File: config.mk
export PLATFORM = sky130hd
export DESIGN_NAME = rx_config_regs
export DESIGN_NICKNAME = d
export VERILOG_FILES = /design/src/rxcfg_pkg.sv /design/src/template_ram.sv /design/src/rx_line_format.sv /design/src/rx_config_regs.sv
export SDC_FILE = /design/constraint.sdc
export NUM_CORES = 1
export LEC_CHECK = 0
export BUFFER_PORTS_ARGS = -buffer_cell sky130_fd_sc_hd__buf_2
export CAP_MARGIN = 40
export CORE_MARGIN = 2
export CORE_UTILIZATION = 40
export CTS_CLUSTER_DIAMETER = 120
export CTS_CLUSTER_SIZE = 28
export DETAILED_ROUTE_END_ITERATION = 10
export SLEW_MARGIN = 20
export SYNTH_ARGS = -nofsm -noshare
export SYNTH_HDL_FRONTEND = slang
export SYNTH_SLANG_ARGS = --single-unit
File: constraint.sdc
create_clock -name i_clk_sys -period 29.8 [get_ports i_clk_sys]
set_input_delay 5.96 -clock i_clk_sys [delete_from_list [all_inputs] [get_ports i_clk_sys]]
set_output_delay 5.96 -clock i_clk_sys [all_outputs]
set_load 0.05 [all_outputs]
File: src/rxcfg_pkg.sv
// constants and types for the receive configuration block
package rxcfg_pkg;
	// register indices, byte address is four times the index
	localparam logic [5:0] IDX_ACCESS   = 6'h08;
	localparam logic [5:0] IDX_TEMPLATE = 6'h09;
	localparam logic [5:0] IDX_RXCFG0   = 6'h0a;
	localparam logic [5:0] IDX_RXCFG1   = 6'h0b;
	// access control fields
	localparam int ACC_TRIG_BIT = 7;
	localparam int ACC_DIR_BIT  = 6;
	localparam int ACC_IV_LSB   = 4;
	localparam int ACC_SMP_LSB  = 0;
	// receiver config 0 fields
	localparam int RC0_PWDN_BIT = 4;
	localparam int RC0_INV_BIT  = 3;
	localparam int RC0_EDGE_BIT = 2;
	localparam int RC0_DEC_LSB  = 0;
	// receiver config 1 fields
	localparam int RC1_EQ_BIT  = 6;
	localparam int RC1_LOS_LSB = 0;
	// values after reset
	localparam logic [4:0] LOS_RST  = 5'h15;
	localparam logic [6:0] TDAT_RST = 7'h00;
	// loss threshold saturation code, and gap in dB between clear and declare levels
	localparam logic [4:0] LOS_SAT_CODE = 5'h16;
	localparam logic [5:0] LOS_GAP_DB   = 6'h04;
	// zero substitution decoding
	localparam logic [2:0] B8ZS_TAIL = 3'h4;
	localparam int         SR_W      = 8;
	// bus answers
	localparam logic [1:0] RESP_OKAY   = 2'h0;
	localparam logic [1:0] RESP_SLVERR = 2'h2;

	typedef enum logic [1:0] {
		DEC_ZSUB  = 2'b00,
		DEC_AMI   = 2'b01,
		DEC_DUAL  = 2'b10,
		DEC_SLICE = 2'b11
	} rx_decode_t;

	typedef enum logic [1:0] {
		IND_IDLE = 2'b00,
		IND_READ = 2'b01,
		IND_LOAD = 2'b10
	} ind_state_t;
endpackage

File: src/template_ram.sv
// pulse template storage, flip-flops with one write and one read port
module template_ram
	import rxcfg_pkg::*;
#(
	parameter int DATA_W = 7,
	parameter int ADDR_W = 6,
	parameter int DEPTH  = 64
) (
	// clock and reset
	input  wire logic              i_clk_sys,
	input  wire logic              i_rst_n,
	input  wire logic              i_clk_en,
	// write port
	input  wire logic              i_wr_en,
	input  wire logic [ADDR_W-1:0] i_wr_addr,
	input  wire logic [DATA_W-1:0] i_wr_data,
	// read port
	input  wire logic [ADDR_W-1:0] i_rd_addr,
	output logic      [DATA_W-1:0] o_rd_data
);
	typedef struct packed {
		logic [DEPTH-1:0][DATA_W-1:0] mem;
		logic [DATA_W-1:0]            rd;
	} ram_t;

	ram_t st_reg;
	ram_t st_next;

	always_comb begin
		st_next = st_reg;
		st_next.rd = st_reg.mem[i_rd_addr];
		// store into the addressed entry
		if (i_wr_en) begin
			st_next.mem[i_wr_addr] = i_wr_data;
		end
	end

	always_ff @(posedge i_clk_sys or negedge i_rst_n) begin
		if (!i_rst_n) begin
			st_reg <= '0;
		end else if (i_clk_en) begin
			st_reg <= st_next;
		end
	end

	assign o_rd_data = st_reg.rd;
endmodule

File: src/rx_line_format.sv
// receive data formatting: decode, retime, polarity, slicer pass
module rx_line_format
	import rxcfg_pkg::*;
(
	// clock and reset
	input  wire logic       i_clk_sys,
	input  wire logic       i_rst_n,
	input  wire logic       i_clk_en,
	// line side pins
	input  wire logic       i_rclk,
	input  wire logic       i_pos,
	input  wire logic       i_neg,
	// settings
	input  wire logic       i_line_t1,
	input  wire logic [1:0] i_decode,
	input  wire logic       i_invert,
	input  wire logic       i_fall_edge,
	input  wire logic       i_power_down,
	// data out
	output logic            o_data,
	output logic            o_pos,
	output logic            o_neg
);
	typedef struct packed {
		logic [2:0]      s1;
		logic [2:0]      s2;
		logic            rclk_d;
		logic [SR_W-1:0] sr;
		logic [2:0]      tail;
		logic            seen;
		logic            last_pos;
		logic            dp;
		logic            dn;
		logic            rd;
		logic            rp;
		logic            rn;
	} fmt_t;

	fmt_t st_reg;
	fmt_t st_next;
	logic rise;
	logic upd;
	logic viol;
	logic mark;

	always_comb begin
		st_next = st_reg;
		st_next.s1 = {i_rclk, i_pos, i_neg};
		st_next.s2 = st_reg.s1;
		st_next.rclk_d = st_reg.s2[2];
		rise = st_reg.s2[2] && !st_reg.rclk_d;
		upd = i_fall_edge ? (!st_reg.s2[2] && st_reg.rclk_d) : rise;
		mark = st_reg.s2[1] || st_reg.s2[0];
		viol = mark && st_reg.seen && (st_reg.s2[1] == st_reg.last_pos);
		if (i_power_down) begin
			st_next.rd = i_invert;
			st_next.rp = i_invert;
			st_next.rn = i_invert;
		end else if (i_decode == DEC_SLICE) begin
			st_next.rd = i_invert;
			st_next.rp = st_reg.s2[1] ^ i_invert;
			st_next.rn = st_reg.s2[0] ^ i_invert;
		end else begin
			if (rise) begin
				st_next.dp = st_reg.s2[1];
				st_next.dn = st_reg.s2[0];
				st_next.sr = {st_reg.sr[SR_W-2:0], mark && st_reg.tail == 3'h0};
				if (st_reg.tail != 3'h0) begin
					st_next.tail = st_reg.tail - 3'h1;
				end else if (viol && i_decode == DEC_ZSUB) begin
					st_next.sr[3:0] = 4'h0;
					if (i_line_t1) begin
						st_next.tail = B8ZS_TAIL;
					end
				end
				if (mark) begin
					st_next.last_pos = st_reg.s2[1];
					st_next.seen = 1'b1;
				end
			end
			if (upd) begin
				if (i_decode == DEC_DUAL) begin
					st_next.rd = i_invert;
					st_next.rp = st_reg.dp ^ i_invert;
					st_next.rn = st_reg.dn ^ i_invert;
				end else begin
					st_next.rd = st_reg.sr[SR_W-1] ^ i_invert;
					st_next.rp = i_invert;
					st_next.rn = i_invert;
				end
			end
		end
	end

	always_ff @(posedge i_clk_sys or negedge i_rst_n) begin
		if (!i_rst_n) begin
			st_reg <= '0;
		end else if (i_clk_en) begin
			st_reg <= st_next;
		end
	end

	assign o_data = st_reg.rd;
	assign o_pos = st_reg.rp;
	assign o_neg = st_reg.rn;
endmodule

File: src/rx_config_regs.sv
// receive path configuration registers behind an axi4-lite slave
module rx_config_regs
	import rxcfg_pkg::*;
#(
	parameter int ADDR_W = 8
) (
	// clock, enable, reset
	input  wire logic              i_clk_sys,
	input  wire logic              i_clk_en,
	input  wire logic              i_arst_n,
	// axi4-lite write address
	input  wire logic [ADDR_W-1:0] i_s_axi_awaddr,
	input  wire logic              i_s_axi_awvalid,
	output logic                   o_s_axi_awready,
	// axi4-lite write data
	input  wire logic [31:0]       i_s_axi_wdata,
	input  wire logic [3:0]        i_s_axi_wstrb,
	input  wire logic              i_s_axi_wvalid,
	output logic                   o_s_axi_wready,
	// axi4-lite write response
	output logic [1:0]             o_s_axi_bresp,
	output logic                   o_s_axi_bvalid,
	input  wire logic              i_s_axi_bready,
	// axi4-lite read address
	input  wire logic [ADDR_W-1:0] i_s_axi_araddr,
	input  wire logic              i_s_axi_arvalid,
	output logic                   o_s_axi_arready,
	// axi4-lite read data
	output logic [31:0]            o_s_axi_rdata,
	output logic [1:0]             o_s_axi_rresp,
	output logic                   o_s_axi_rvalid,
	input  wire logic              i_s_axi_rready,
	// line side
	input  wire logic              i_line_t1,
	input  wire logic              i_rclk,
	input  wire logic              i_rx_pos,
	input  wire logic              i_rx_neg,
	// receive data out
	output logic                   o_rx_data,
	output logic                   o_rx_positive_rail_out,
	output logic                   o_rx_negative_rail_out,
	// receive path controls
	output logic                   o_rx_power_down,
	output logic                   o_equalizer_enable,
	output logic [4:0]             o_signal_loss_threshold,
	output logic [5:0]             o_los_clear_db,
	output logic [5:0]             o_los_declare_db
);
	typedef struct packed {
		logic             awready;
		logic             wready;
		logic             bvalid;
		logic [1:0]       bresp;
		logic             arready;
		logic             rvalid;
		logic [1:0]       rresp;
		logic [31:0]      rdata;
		logic             aw_have;
		logic [5:0]       aw_idx;
		logic             w_have;
		logic [7:0]       wd;
		logic             wstrb0;
		logic             acc_dir;
		logic [1:0]       acc_iv;
		logic [3:0]       acc_smp;
		logic [6:0]       tdata;
		logic             pwdn;
		logic             inv;
		logic             edge_fall;
		logic [1:0]       dec;
		logic             eq;
		logic [4:0]       los;
		logic [5:0]       los_clear;
		logic [5:0]       los_declare;
		ind_state_t       ind;
		logic             ram_we;
	} regs_t;

	regs_t      st_reg;
	regs_t      st_next;
	logic [1:0] rst_sync_reg;
	logic       rst_n;
	logic [6:0] ram_rd;
	logic       do_wr;
	logic [5:0] rd_idx;
	logic [4:0] los_sat;

	// reset release through two flops
	always_ff @(posedge i_clk_sys or negedge i_arst_n) begin
		if (!i_arst_n) begin
			rst_sync_reg <= 2'h0;
		end else begin
			rst_sync_reg <= {rst_sync_reg[0], 1'b1};
		end
	end
	assign rst_n = rst_sync_reg[1];

	always_comb begin
		st_next = st_reg;
		st_next.ram_we = 1'b0;
		do_wr = 1'b0;
		rd_idx = i_s_axi_araddr[7:2];
		los_sat = 5'h0;
		// write address and data, either order
		if (st_reg.awready && i_s_axi_awvalid) begin
			st_next.aw_have = 1'b1;
			st_next.aw_idx = i_s_axi_awaddr[7:2];
		end
		if (st_reg.wready && i_s_axi_wvalid) begin
			st_next.w_have = 1'b1;
			st_next.wd = i_s_axi_wdata[7:0];
			st_next.wstrb0 = i_s_axi_wstrb[0];
		end
		if (st_reg.bvalid && i_s_axi_bready) begin
			st_next.bvalid = 1'b0;
		end
		if (st_next.aw_have && st_next.w_have && !st_reg.bvalid) begin
			do_wr = 1'b1;
			st_next.aw_have = 1'b0;
			st_next.w_have = 1'b0;
			st_next.bvalid = 1'b1;
			st_next.bresp = RESP_OKAY;
		end
		// indirect read sequence
		case (st_reg.ind)
			IND_IDLE: begin
				st_next.ind = IND_IDLE;
			end
			IND_READ: begin
				st_next.ind = IND_LOAD;
			end
			IND_LOAD: begin
				st_next.tdata = ram_rd;
				st_next.ind = IND_IDLE;
			end
			default: begin
				st_next.ind = IND_IDLE;
			end
		endcase
		// register writes, reserved bits dropped
		if (do_wr) begin
			case (st_next.aw_idx)
				IDX_ACCESS: begin
					if (st_next.wstrb0) begin
						st_next.acc_dir = st_next.wd[ACC_DIR_BIT];
						st_next.acc_iv = st_next.wd[ACC_IV_LSB +: 2];
						st_next.acc_smp = st_next.wd[ACC_SMP_LSB +: 4];
						if (st_next.wd[ACC_TRIG_BIT] && st_reg.ind == IND_IDLE) begin
							if (st_next.wd[ACC_DIR_BIT]) begin
								st_next.ind = IND_READ;
							end else begin
								st_next.ram_we = 1'b1;
							end
						end
					end
				end
				IDX_TEMPLATE: begin
					if (st_next.wstrb0) begin
						st_next.tdata = st_next.wd[6:0];
					end
				end
				IDX_RXCFG0: begin
					if (st_next.wstrb0) begin
						st_next.pwdn = st_next.wd[RC0_PWDN_BIT];
						st_next.inv = st_next.wd[RC0_INV_BIT];
						st_next.edge_fall = st_next.wd[RC0_EDGE_BIT];
						st_next.dec = st_next.wd[RC0_DEC_LSB +: 2];
					end
				end
				IDX_RXCFG1: begin
					if (st_next.wstrb0) begin
						st_next.eq = st_next.wd[RC1_EQ_BIT];
						st_next.los = st_next.wd[RC1_LOS_LSB +: 5];
					end
				end
				default: begin
					st_next.bresp = RESP_SLVERR;
				end
			endcase
		end
		// loss levels from the threshold code
		los_sat = (st_next.los >= LOS_SAT_CODE) ? LOS_SAT_CODE : st_next.los;
		st_next.los_clear = {los_sat, 1'b0};
		st_next.los_declare = {los_sat, 1'b0} + LOS_GAP_DB;
		st_next.awready = !st_next.aw_have && !st_next.bvalid;
		st_next.wready = !st_next.w_have && !st_next.bvalid;
		// read channel
		if (st_reg.rvalid && i_s_axi_rready) begin
			st_next.rvalid = 1'b0;
		end
		if (st_reg.arready && i_s_axi_arvalid) begin
			st_next.rvalid = 1'b1;
			st_next.rresp = RESP_OKAY;
			st_next.rdata = 32'h0;
			case (rd_idx)
				IDX_ACCESS: begin
					st_next.rdata[7:0] = {st_reg.ind != IND_IDLE, st_reg.acc_dir,
						st_reg.acc_iv, st_reg.acc_smp};
				end
				IDX_TEMPLATE: begin
					st_next.rdata[6:0] = st_reg.tdata;
				end
				IDX_RXCFG0: begin
					st_next.rdata[4:0] = {st_reg.pwdn, st_reg.inv, st_reg.edge_fall,
						st_reg.dec};
				end
				IDX_RXCFG1: begin
					st_next.rdata[6:0] = {st_reg.eq, 1'b0, st_reg.los};
				end
				default: begin
					st_next.rresp = RESP_SLVERR;
				end
			endcase
		end
		st_next.arready = !st_next.rvalid;
	end

	always_ff @(posedge i_clk_sys or negedge rst_n) begin
		if (!rst_n) begin
			st_reg <= '0;
			st_reg.los <= LOS_RST;
			st_reg.tdata <= TDAT_RST;
			st_reg.los_clear <= {LOS_RST, 1'b0};
			st_reg.los_declare <= {LOS_RST, 1'b0} + LOS_GAP_DB;
		end else if (i_clk_en) begin
			st_reg <= st_next;
		end
	end

	template_ram #(
		.DATA_W (7),
		.ADDR_W (6),
		.DEPTH  (64)
	) u_ram (
		.i_clk_sys (i_clk_sys),
		.i_rst_n   (rst_n),
		.i_clk_en  (i_clk_en),
		.i_wr_en   (st_reg.ram_we),
		.i_wr_addr ({st_reg.acc_iv, st_reg.acc_smp}),
		.i_wr_data (st_reg.tdata),
		.i_rd_addr ({st_reg.acc_iv, st_reg.acc_smp}),
		.o_rd_data (ram_rd)
	);

	rx_line_format u_fmt (
		.i_clk_sys    (i_clk_sys),
		.i_rst_n      (rst_n),
		.i_clk_en     (i_clk_en),
		.i_rclk       (i_rclk),
		.i_pos        (i_rx_pos),
		.i_neg        (i_rx_neg),
		.i_line_t1    (i_line_t1),
		.i_decode     (st_reg.dec),
		.i_invert     (st_reg.inv),
		.i_fall_edge  (st_reg.edge_fall),
		.i_power_down (st_reg.pwdn),
		.o_data       (o_rx_data),
		.o_pos        (o_rx_positive_rail_out),
		.o_neg        (o_rx_negative_rail_out)
	);

	assign o_s_axi_awready = st_reg.awready;
	assign o_s_axi_wready = st_reg.wready;
	assign o_s_axi_bresp = st_reg.bresp;
	assign o_s_axi_bvalid = st_reg.bvalid;
	assign o_s_axi_arready = st_reg.arready;
	assign o_s_axi_rdata = st_reg.rdata;
	assign o_s_axi_rresp = st_reg.rresp;
	assign o_s_axi_rvalid = st_reg.rvalid;
	assign o_rx_power_down = st_reg.pwdn;
	assign o_equalizer_enable = st_reg.eq;
	assign o_signal_loss_threshold = st_reg.los;
	assign o_los_clear_db = st_reg.los_clear;
	assign o_los_declare_db = st_reg.los_declare;
endmodule

==> flow_metrics.py, run 1 <==
metrics = {
    "setup_path": {
        "path_cells": "buf_2 -> buf_4 -> nand2_1 -> or3_1 -> a21o_1 -> nor2_1 -> mux2_2",
        "ff2ff_path_depth": 8,
        "crit_type": "in2reg",
        "endpoint_kind": "flip-flop",
        "cp_max_fo": 49,
        "cpMaxStageDelayCell": "or3_1",
        "critical-path-max-stage-delay_ps": 550,
        "required_ps": 30290,
        "start_kind": "primary input",
        "cp.arrival_ps": 8230,
    },
    "synth": {
        "yosys.area_share.adder_pct": 0.0963,
        "synth-main-ff-cell": "dfrtp_1",
        "avgSynthCellArea_um2": 13.2,
        "synth-compound-area-share_pct": 7.48,
        "yosys.area.top_type": "dfrtp_1",
        "synth_edf_count": 0,
        "muxShareOfSynthArea_pct": 28.5,
        "synth-simple-area-share_pct": 6.30,
        "yosysWarningCount": 0,
        "synth-seq-area-share_pct": 53.2,
        "mappedNetlistArea_um2": 26000,
        "synthXorXnorAreaFrac_pct": 0.135,
        "async_flop_share_pct": 100,
        "synth_cells": 1966,
        "synth_seq_cells": 552,
        "synth_top_area_share_pct": 52.3,
        "yosysUniqueCellTypes": 78,
        "synthTopCellsByArea": "dfrtp_1 (52%), mux2_2 (23%), mux4_2 (3.8%)",
        "synth_top_family_by_area": "multiplexers",
    },
    "cts": {
        "cts_hold_buf": 0,
        "cts_resized": 0,
        "insertion_delay_ps": 590,
        "path_clk_slew_ps": 120,
        "cts_htree_levels": 1,
        "postCtsSetupBuffers": 0,
        "clock-sinks": 552,
        "cts-root-buf": "clkbuf_16",
        "cts_tree": "yes",
        "cts_buffers": 23,
        "clockBufferDepth": 3,
    },
    "grt": {
        "grt_pass1_vias": 16526,
        "grt_pass1_wl_um": 104000,
        "overflow": 0,
        "grt_util_all_layers_pct": 20.1,
        "antenna_found_initial": 2,
        "grt_max_degree": 178,
    },
    "run_status": {
        "status": "completed",
    },
    "run": {
        "maxCapViolations": 0,
    },
    "power": {
        "p_int_w": 0.00103,
        "comb_power_share_pct": 22.7,
        "leakage_nw": 13.0,
        "clock_power_share_pct": 24.0,
        "ir_drop_mv": 0.0390,
        "switchingPower_w": 0.000558,
        "power.share.sequential_pct": 53.3,
        "powerDensity_nw_per_um2": 57.6,
        "switching_share_pct": 35.2,
    },
    "drt": {
        "ant_nets": 0,
        "wl_um": 67500,
        "viasPerCell": 5.77,
        "num_vias": 16166,
        "drtIter0Drc": 1422,
        "drc": 0,
        "wl_per_cell_um": 24.1,
        "first_pass_iters": 6,
    },
    "sta": {
        "slew_headroom_pct": 33.3,
        "tns_ps": 0,
        "tightest_slew_ps": 1000,
        "period_needed_ps": 7750,
        "timing.final.ws_setup_ps": 22050,
        "maxSlewViolCount": 0,
        "hold_viol": 0,
        "rsz0062_at_grt": "false",
        "finalSetupViolations": 0,
        "hold_ws_ps": 155,
        "timing.final.crit_share_pct": 26.0,
        "fmax_ghz": 0.129,
        "skew_ps": 20.0,
    },
    "place": {
        "io_buffers": 68,
        "dpl_cell_area_um2": 26900,
        "routabilityCongestion": 0.851,
        "dp_hpwl_um": 43500,
        "dp_slack_ps": 21440,
    },
    "die": {
        "die_w_um": 259,
        "design.die.area_um2": 67000,
        "initial_utilization_pct": 40.4,
        "pin_count": 127,
        "die_h_um": 259,
        "row_count": 93,
        "core_area_um2": 64300,
    },
    "hold_path": {
        "hp-class": "reg2async",
    },
    "finish": {
        "area_delta_synth_final_pct": 5.94,
        "diodes": 0,
        "fin_util_pct": 42.8,
        "final_common_cell": "dfrtp_1",
        "post-route-cell-area_um2": 27500,
        "largest_register_ffs": 448,
        "final_nets": 2004,
        "layout_common_cells": "dfrtp_1 (532), mux2_2 (523), nand2_1 (87)",
        "drive_gt1_share_pct": 41.4,
    },
}
-- routing by layer --
layer | wire length (um) | up-vias | GRT usage, %
li1 | - | 7021 | -
met1 | 29900 | 8522 | 28.2
met2 | 31500 | 498 | 32.7
met3 | 3950 | 123 | 2.82
met4 | 2110 | 2 | 5.57
met5 | 13 | - | 0
-- stage by stage --
step                instances  power (W)
finish                   2802    0.00159
global route             2802    0.00166
CTS                      2800    0.00159
detailed placement       2766    0.00122
global placement         2759    0.00120
floorplan                1992    0.00110
-- critical path, delay by kind of cell --
family | cells | cell delay [ps]
AO/OA/AOI/OAI | 1 | 270
buffers and inverters | 2 | 860
multiplexers | 1 | 330
AND/OR/NAND/NOR | 3 | 810
-- worst paths after layout --
path                                                  endpoint  slack (ps)                       from
worst max-delay path               u_fmt.st_reg[8]$_DFFE_PN0P_       22050                   i_clk_en
worst min-delay path             u_ram.st_reg[416]$_DFFE_PN0P_         160  rst_sync_reg[1]$_DFF_PN0_
worst max register to register  u_ram.o_rd_data[5]$_DFFE_PN0P_       25270     st_reg[33]$_DFFE_PN0P_
worst min register to register   u_ram.st_reg[416]$_DFFE_PN0P_         160  rst_sync_reg[1]$_DFF_PN0_
max in group asynchronous            rst_sync_reg[1]$_DFF_PN0_       24560                   i_arst_n
min in group i_clk_sys               rst_sync_reg[1]$_DFF_PN0_         360  rst_sync_reg[0]$_DFF_PN0_
-- synth_stat cells, drive strengths merged (20+ instances only) --
cell type and number:
dfrtp 543, mux2 525, nor2 131, buf 109, nand2 96, clkbuf 77
a21oi 52, o21ai 49, mux2i 47, mux4 45, a221oi 32, a22oi 29
a31oi 20
-- final cells by class --
class,instances,area (um^2)
fill,5900,36800
inverter,17,63.8
clock inverter,2,12.5
clock buffer,32,609
sequential,552,13800
tap,855,1070
multi-input combinational,1237,11200
timing repair buffer,107,761
-- logic make-up (layout without fill, tap and decap cells) --
family                     Yosys count  after routing
adders and majority gates            2              2
and+or+nand+nor                    308            308
muxes                              617            617
xor gates and xnor gates             4              4
other                                2             28
AOI/OAI and AO/OA                  278            278
buffers and inverters              203            158
DFF                                552            552
-- power by group through the flow --
stage / Clock (W) / Sequential [W] / Combinational, W
2_1_floorplan: 0 / 0.000846 / 0.000250
4_1_cts: 0.000391 / 0.000844 / 0.000358
3_5_place_dp: 0 / 0.000859 / 0.000357
3_3_place_gp: 0 / 0.000860 / 0.000341
5_1_grt: 0.000421 / 0.000850 / 0.000385
6_report: 0.000381 / 0.000844 / 0.000360
No activity file was read; power rests on OpenSTA's default activity.
==> run 2, diff against run 1 <==
- clock period: 29.8 -> 7.55 ns (I/O delays scaled with it)
==> flow_metrics.py, run 2 (synthesized netlist as in run 1, its figures left out) <==
metrics = {
    "grt": {
        "grt_pass1_vias": 16353,
        "grt_max_degree": 169,
        "grt_pass1_wl_um": 105000,
        "grt_util_all_layers_pct": 20.3,
        "antenna_found_initial": 0,
        "overflow": 0,
    },
    "setup_path": {
        "required_ps": 7990,
        "crit_type": "reg2reg",
        "cp_max_fo": 39,
        "path_cells": "buf_4 -> mux2_2 -> a221o_1 -> a22oi_1 -> o21ai_0 -> nor4_1 -> a41oi_1",
        "start_kind": "flip-flop",
        "cpMaxStageDelayCell": "dfrtp_4",
        "endpoint_kind": "flip-flop",
        "critical-path-max-stage-delay_ps": 860,
        "cp.arrival_ps": 4310,
    },
    "power": {
        "p_int_w": 0.00404,
        "powerDensity_nw_per_um2": 227,
        "switching_share_pct": 35.2,
        "power.share.sequential_pct": 54.4,
        "comb_power_share_pct": 21.6,
        "ir_drop_mv": 0.185,
        "leakage_nw": 13.0,
        "power.total_w": 0.00624,
        "switchingPower_w": 0.00219,
        "clock_power_share_pct": 23.9,
    },
    "drt": {
        "num_vias": 16154,
        "wl_um": 68100,
        "drc": 0,
        "ant_nets": 0,
        "first_pass_iters": 5,
        "drtIter0Drc": 1335,
        "wl_per_cell_um": 24.3,
        "viasPerCell": 5.77,
    },
    "die": {
        "core_area_um2": 64300,
        "initial_utilization_pct": 40.4,
        "pin_count": 127,
        "row_count": 93,
        "die_w_um": 259,
        "die_h_um": 259,
        "design.die.area_um2": 67000,
    },
    "sta": {
        "timing.final.crit_share_pct": 51.2,
        "tns_ps": 0,
        "skew_ps": 17.6,
        "hold_viol": 0,
        "fmax_ghz": 0.259,
        "slew_headroom_pct": 32.8,
        "rsz0062_at_grt": "false",
        "period_needed_ps": 3870,
        "finalSetupViolations": 0,
        "maxSlewViolCount": 0,
        "tightest_slew_ps": 1010,
    },
    "finish": {
        "area_delta_synth_final_pct": 5.66,
        "largest_register_ffs": 448,
        "final_common_cell": "dfrtp_1",
        "post-route-cell-area_um2": 27500,
        "drive_gt1_share_pct": 41.3,
        "diodes": 0,
        "final_nets": 2002,
        "layout_common_cells": "dfrtp_1 (532), mux2_2 (523), nand2_1 (87)",
    },
    "hold_path": {
        "hp-class": "reg2async",
    },
    "cts": {
        "cts_htree_levels": 1,
        "cts_hold_buf": 0,
        "cts_buffers": 23,
        "clock-sinks": 552,
        "insertion_delay_ps": 590,
        "path_clk_slew_ps": 110,
        "cts-root-buf": "clkbuf_16",
        "postCtsSetupBuffers": 0,
        "clockBufferDepth": 3,
        "cts_tree": "yes",
        "cts_resized": 0,
    },
    "place": {
        "dpl_cell_area_um2": 26800,
        "routabilityCongestion": 0.865,
        "io_buffers": 68,
        "dp_hpwl_um": 44100,
    },
    "run_status": {
        "status": "completed",
    },
    "run": {
        "maxCapViolations": 0,
    },
}
-- run 2: cell count changes in the layout (fill, tap and decap cells not counted), sizes merged --
cell          change
dlymetal6s2s      +1
buf               -3
-- run 2: cell type report --
type                       count  area, um^2
fill                        5910       36900
clock buffer                  32         609
clock inverter                 2        12.5
tap                          855        1070
multi-input combinational   1237       11200
timing repair buffer         105         689
inverter                      17        63.8
sequential                   552       13900
-- run 2: power by group through the flow --
stage                     registers, W  logic (W)  clock network [W]
after floorplan                0.00334   0.000985                  0
after CTS                      0.00339    0.00135            0.00155
after global placement         0.00343    0.00132                  0
final                          0.00339    0.00135            0.00149
after global routing           0.00342    0.00145            0.00164
after detailed placement       0.00345    0.00135                  0
-- run 2: stage by stage --
| stage | worst slack (ps) | cells | hold slack [ps] | util [%] |
|---|---|---|---|---|
| 2_1_floorplan | 2190 | 1992 | 331 | - |
| 3_3_place_gp | 3640 | 2758 | 320 | 41.5 |
| 3_5_place_dp | 3600 | 2764 | 320 | 41.7 |
| 4_1_cts | 3670 | 2798 | 325 | 42.6 |
| 5_1_grt | 3630 | 2800 | 354 | 42.7 |
| 6_report | 3680 | 2800 | 302 | 42.7 |
-- run 2: worst max-delay path: cells and delay by family, from the launching register on --
family          cells  cell delay [ps]
compound gates      4             1100
buf+inv             1              600
flops               1              860
mux                 1              400
simple gates        1              720
-- run 2: routing by layer --
metal	share of wire (%)	wire [um]	track usage [%]
met5	0	0	0
met4	3.1	2120	5.49
met3	6.0	4100	2.90
met2	46	31100	32.2
met1	45	30800	29.1
-- run 2: path summary, 6_finish.rpt --
| kind | to | depth (start not counted) | slack [ps] | from |
|---|---|---|---|---|
| setup / recovery | u_ram.o_rd_data[5]$_DFFE_PN0P_ | 7 | 3680 | st_reg[33]$_DFFE_PN0P_ |
| hold / removal | u_ram.st_reg[424]$_DFFE_PN0P_ | 0 | 300 | rst_sync_reg[1]$_DFF_PN0_ |
| setup reg to reg | u_ram.o_rd_data[5]$_DFFE_PN0P_ | 7 | 3680 | st_reg[33]$_DFFE_PN0P_ |
| hold reg to reg | u_ram.st_reg[424]$_DFFE_PN0P_ | 0 | 300 | rst_sync_reg[1]$_DFF_PN0_ |
| max in group asynchronous | u_ram.st_reg[42]$_DFFE_PN0P_ | 3 | 5330 | rst_sync_reg[1]$_DFF_PN0_ |
| min in group i_clk_sys | rst_sync_reg[1]$_DFF_PN0_ | 0 | 370 | rst_sync_reg[0]$_DFF_PN0_ |
==> run 3, diff against run 2 <==
- clock period: 7.55 -> 3.98 ns (I/O delays scaled with it)
==> flow_metrics.py, run 3 (synthesized netlist as in run 1, its figures left out) <==
metrics = {
    "run_status": {
        "status": "completed",
    },
    "drt": {
        "viasPerCell": 5.78,
        "ant_nets": 0,
        "drtIter0Drc": 1326,
        "wl_um": 69800,
        "num_vias": 16376,
        "wl_per_cell_um": 24.6,
        "first_pass_iters": 8,
        "drc": 0,
    },
    "die": {
        "design.die.area_um2": 67000,
        "initial_utilization_pct": 40.4,
        "row_count": 93,
        "core_area_um2": 64300,
        "die_w_um": 259,
        "die_h_um": 259,
        "pin_count": 127,
    },
    "cts": {
        "cts_tree": "yes",
        "path_clk_slew_ps": 120,
        "cts_htree_levels": 1,
        "cts_buffers": 23,
        "insertion_delay_ps": 590,
        "clockBufferDepth": 3,
        "cts-root-buf": "clkbuf_16",
        "clock-sinks": 552,
    },
    "finish": {
        "fillers": 5931,
        "diodes": 0,
        "final_nets": 2036,
        "largest_register_ffs": 448,
        "drive_gt1_share_pct": 42.2,
        "area_delta_synth_final_pct": 6.89,
        "final_common_cell": "dfrtp_1",
        "layout_common_cells": "dfrtp_1 (532), mux2_2 (523), nand2_1 (87)",
    },
    "power": {
        "powerDensity_nw_per_um2": 431,
        "ir_drop_mv": 0.476,
        "leakage_nw": 13.2,
        "power.total_w": 0.0120,
    },
    "sta": {
        "period_needed_ps": 3130,
        "rsz0062_at_grt": "false",
        "timing.final.crit_share_pct": 78.8,
        "tns_ps": 0,
        "hold_ws_ps": 238,
        "maxSlewViolCount": 0,
        "finalSetupViolations": 0,
        "slew_headroom_pct": 37.5,
        "tightest_slew_ps": 914,
        "hold_viol": 0,
        "skew_ps": 28.7,
        "timing.final.ws_setup_ps": 846,
        "fmax_ghz": 0.319,
    },
    "grt": {
        "grt_util_all_layers_pct": 20.8,
        "grt_max_degree": 82,
        "grt_pass1_wl_um": 107000,
        "overflow": 0,
        "antenna_found_initial": 0,
        "grt_pass1_vias": 16864,
    },
    "setup_path": {
        "required_ps": 4440,
        "path_delay_family": "simple AND/OR/NAND/NOR gates",
        "crit_type": "reg2reg",
        "cpMaxStageDelayCell": "dfrtp_4",
        "start_kind": "flip-flop",
        "critical-path-max-stage-delay_ps": 740,
        "path_buf_inv": 1,
        "cp_max_fo": 29,
        "cp.arrival_ps": 3600,
        "endpoint_kind": "flip-flop",
        "path_cells": "buf_4 -> nor3b_4 -> nand2_2 -> nor2_2 -> mux2_2",
        "rrSetupSlack_ps": 850,
    },
    "place": {
        "io_buffers": 68,
        "dp_slack_ps": 938,
        "dp_hpwl_um": 46500,
        "routabilityCongestion": 0.859,
    },
    "hold_path": {
        "hp-class": "reg2async",
    },
    "run": {
        "maxCapViolations": 0,
    },
}
## run 3: layer usage
layer / global-route usage (%) / share of wire, %
met1: 29.4 / 45
met5: 0 / 0
met4: 5.75 / 3.1
met2: 33.5 / 47
met3: 2.97 / 5.8
## run 3: cell type report
type | instances | area, um^2 | share of cell area, %
Tap cell | 855 | 1070 | 3.85
Inverter | 17 | 63.8 | 0.230
Timing Repair Buffer | 139 | 1020 | 3.68
Clock buffer | 32 | 609 | 2.19
Clock inverter | 1 | 8.76 | 0.0315
Sequential cell | 552 | 13800 | 49.9
Multi-Input combinational cell | 1237 | 11200 | 40.2
## run 3: timing repair
item,in CTS,in global routing
hold buffers,1,0
hold endpoints to repair,2,0
setup buffers,0,0
resized for setup,0,0
## run 3: worst paths after layout
| check | startpoint | end | depth (start not counted) |
|---|---|---|---|
| min | rst_sync_reg[1]$_DFF_PN0_ | u_ram.st_reg[425]$_DFFE_PN0P_ | 0 |
| max in group asynchronous | rst_sync_reg[1]$_DFF_PN0_ | u_ram.st_reg[16]$_DFFE_PN0P_ | 2 |
| max | st_reg[33]$_DFFE_PN0P_ | u_ram.st_reg[82]$_DFFE_PN0P_ | 5 |
| max reg2reg | st_reg[33]$_DFFE_PN0P_ | u_ram.st_reg[82]$_DFFE_PN0P_ | 5 |
| min reg2reg | rst_sync_reg[1]$_DFF_PN0_ | u_ram.st_reg[425]$_DFFE_PN0P_ | 0 |
| min in group i_clk_sys | rst_sync_reg[0]$_DFF_PN0_ | rst_sync_reg[1]$_DFF_PN0_ | 0 |
## run 3: stage by stage
| stage | utilization [%] | std cells | cell area (um^2) |
|---|---|---|---|
| final | 43.2 | 2833 | 27800 |
| after global routing | 43.2 | 2833 | 27800 |
| after CTS | 43.1 | 2832 | 27800 |
| after detailed placement | 42.2 | 2798 | 27100 |
| after global placement | 42.1 | 2793 | 27100 |
| after floorplan | - | 1992 | 26100 |
## run 3: power breakdown
| part | total [W] | switching (W) | internal [W] |
|---|---|---|---|
| clock | 0.00284 | 0.00175 | 0.00109 |
| sequential | 0.00636 | 0.000475 | 0.00588 |
| combinational | 0.00277 | 0.00200 | 0.000774 |
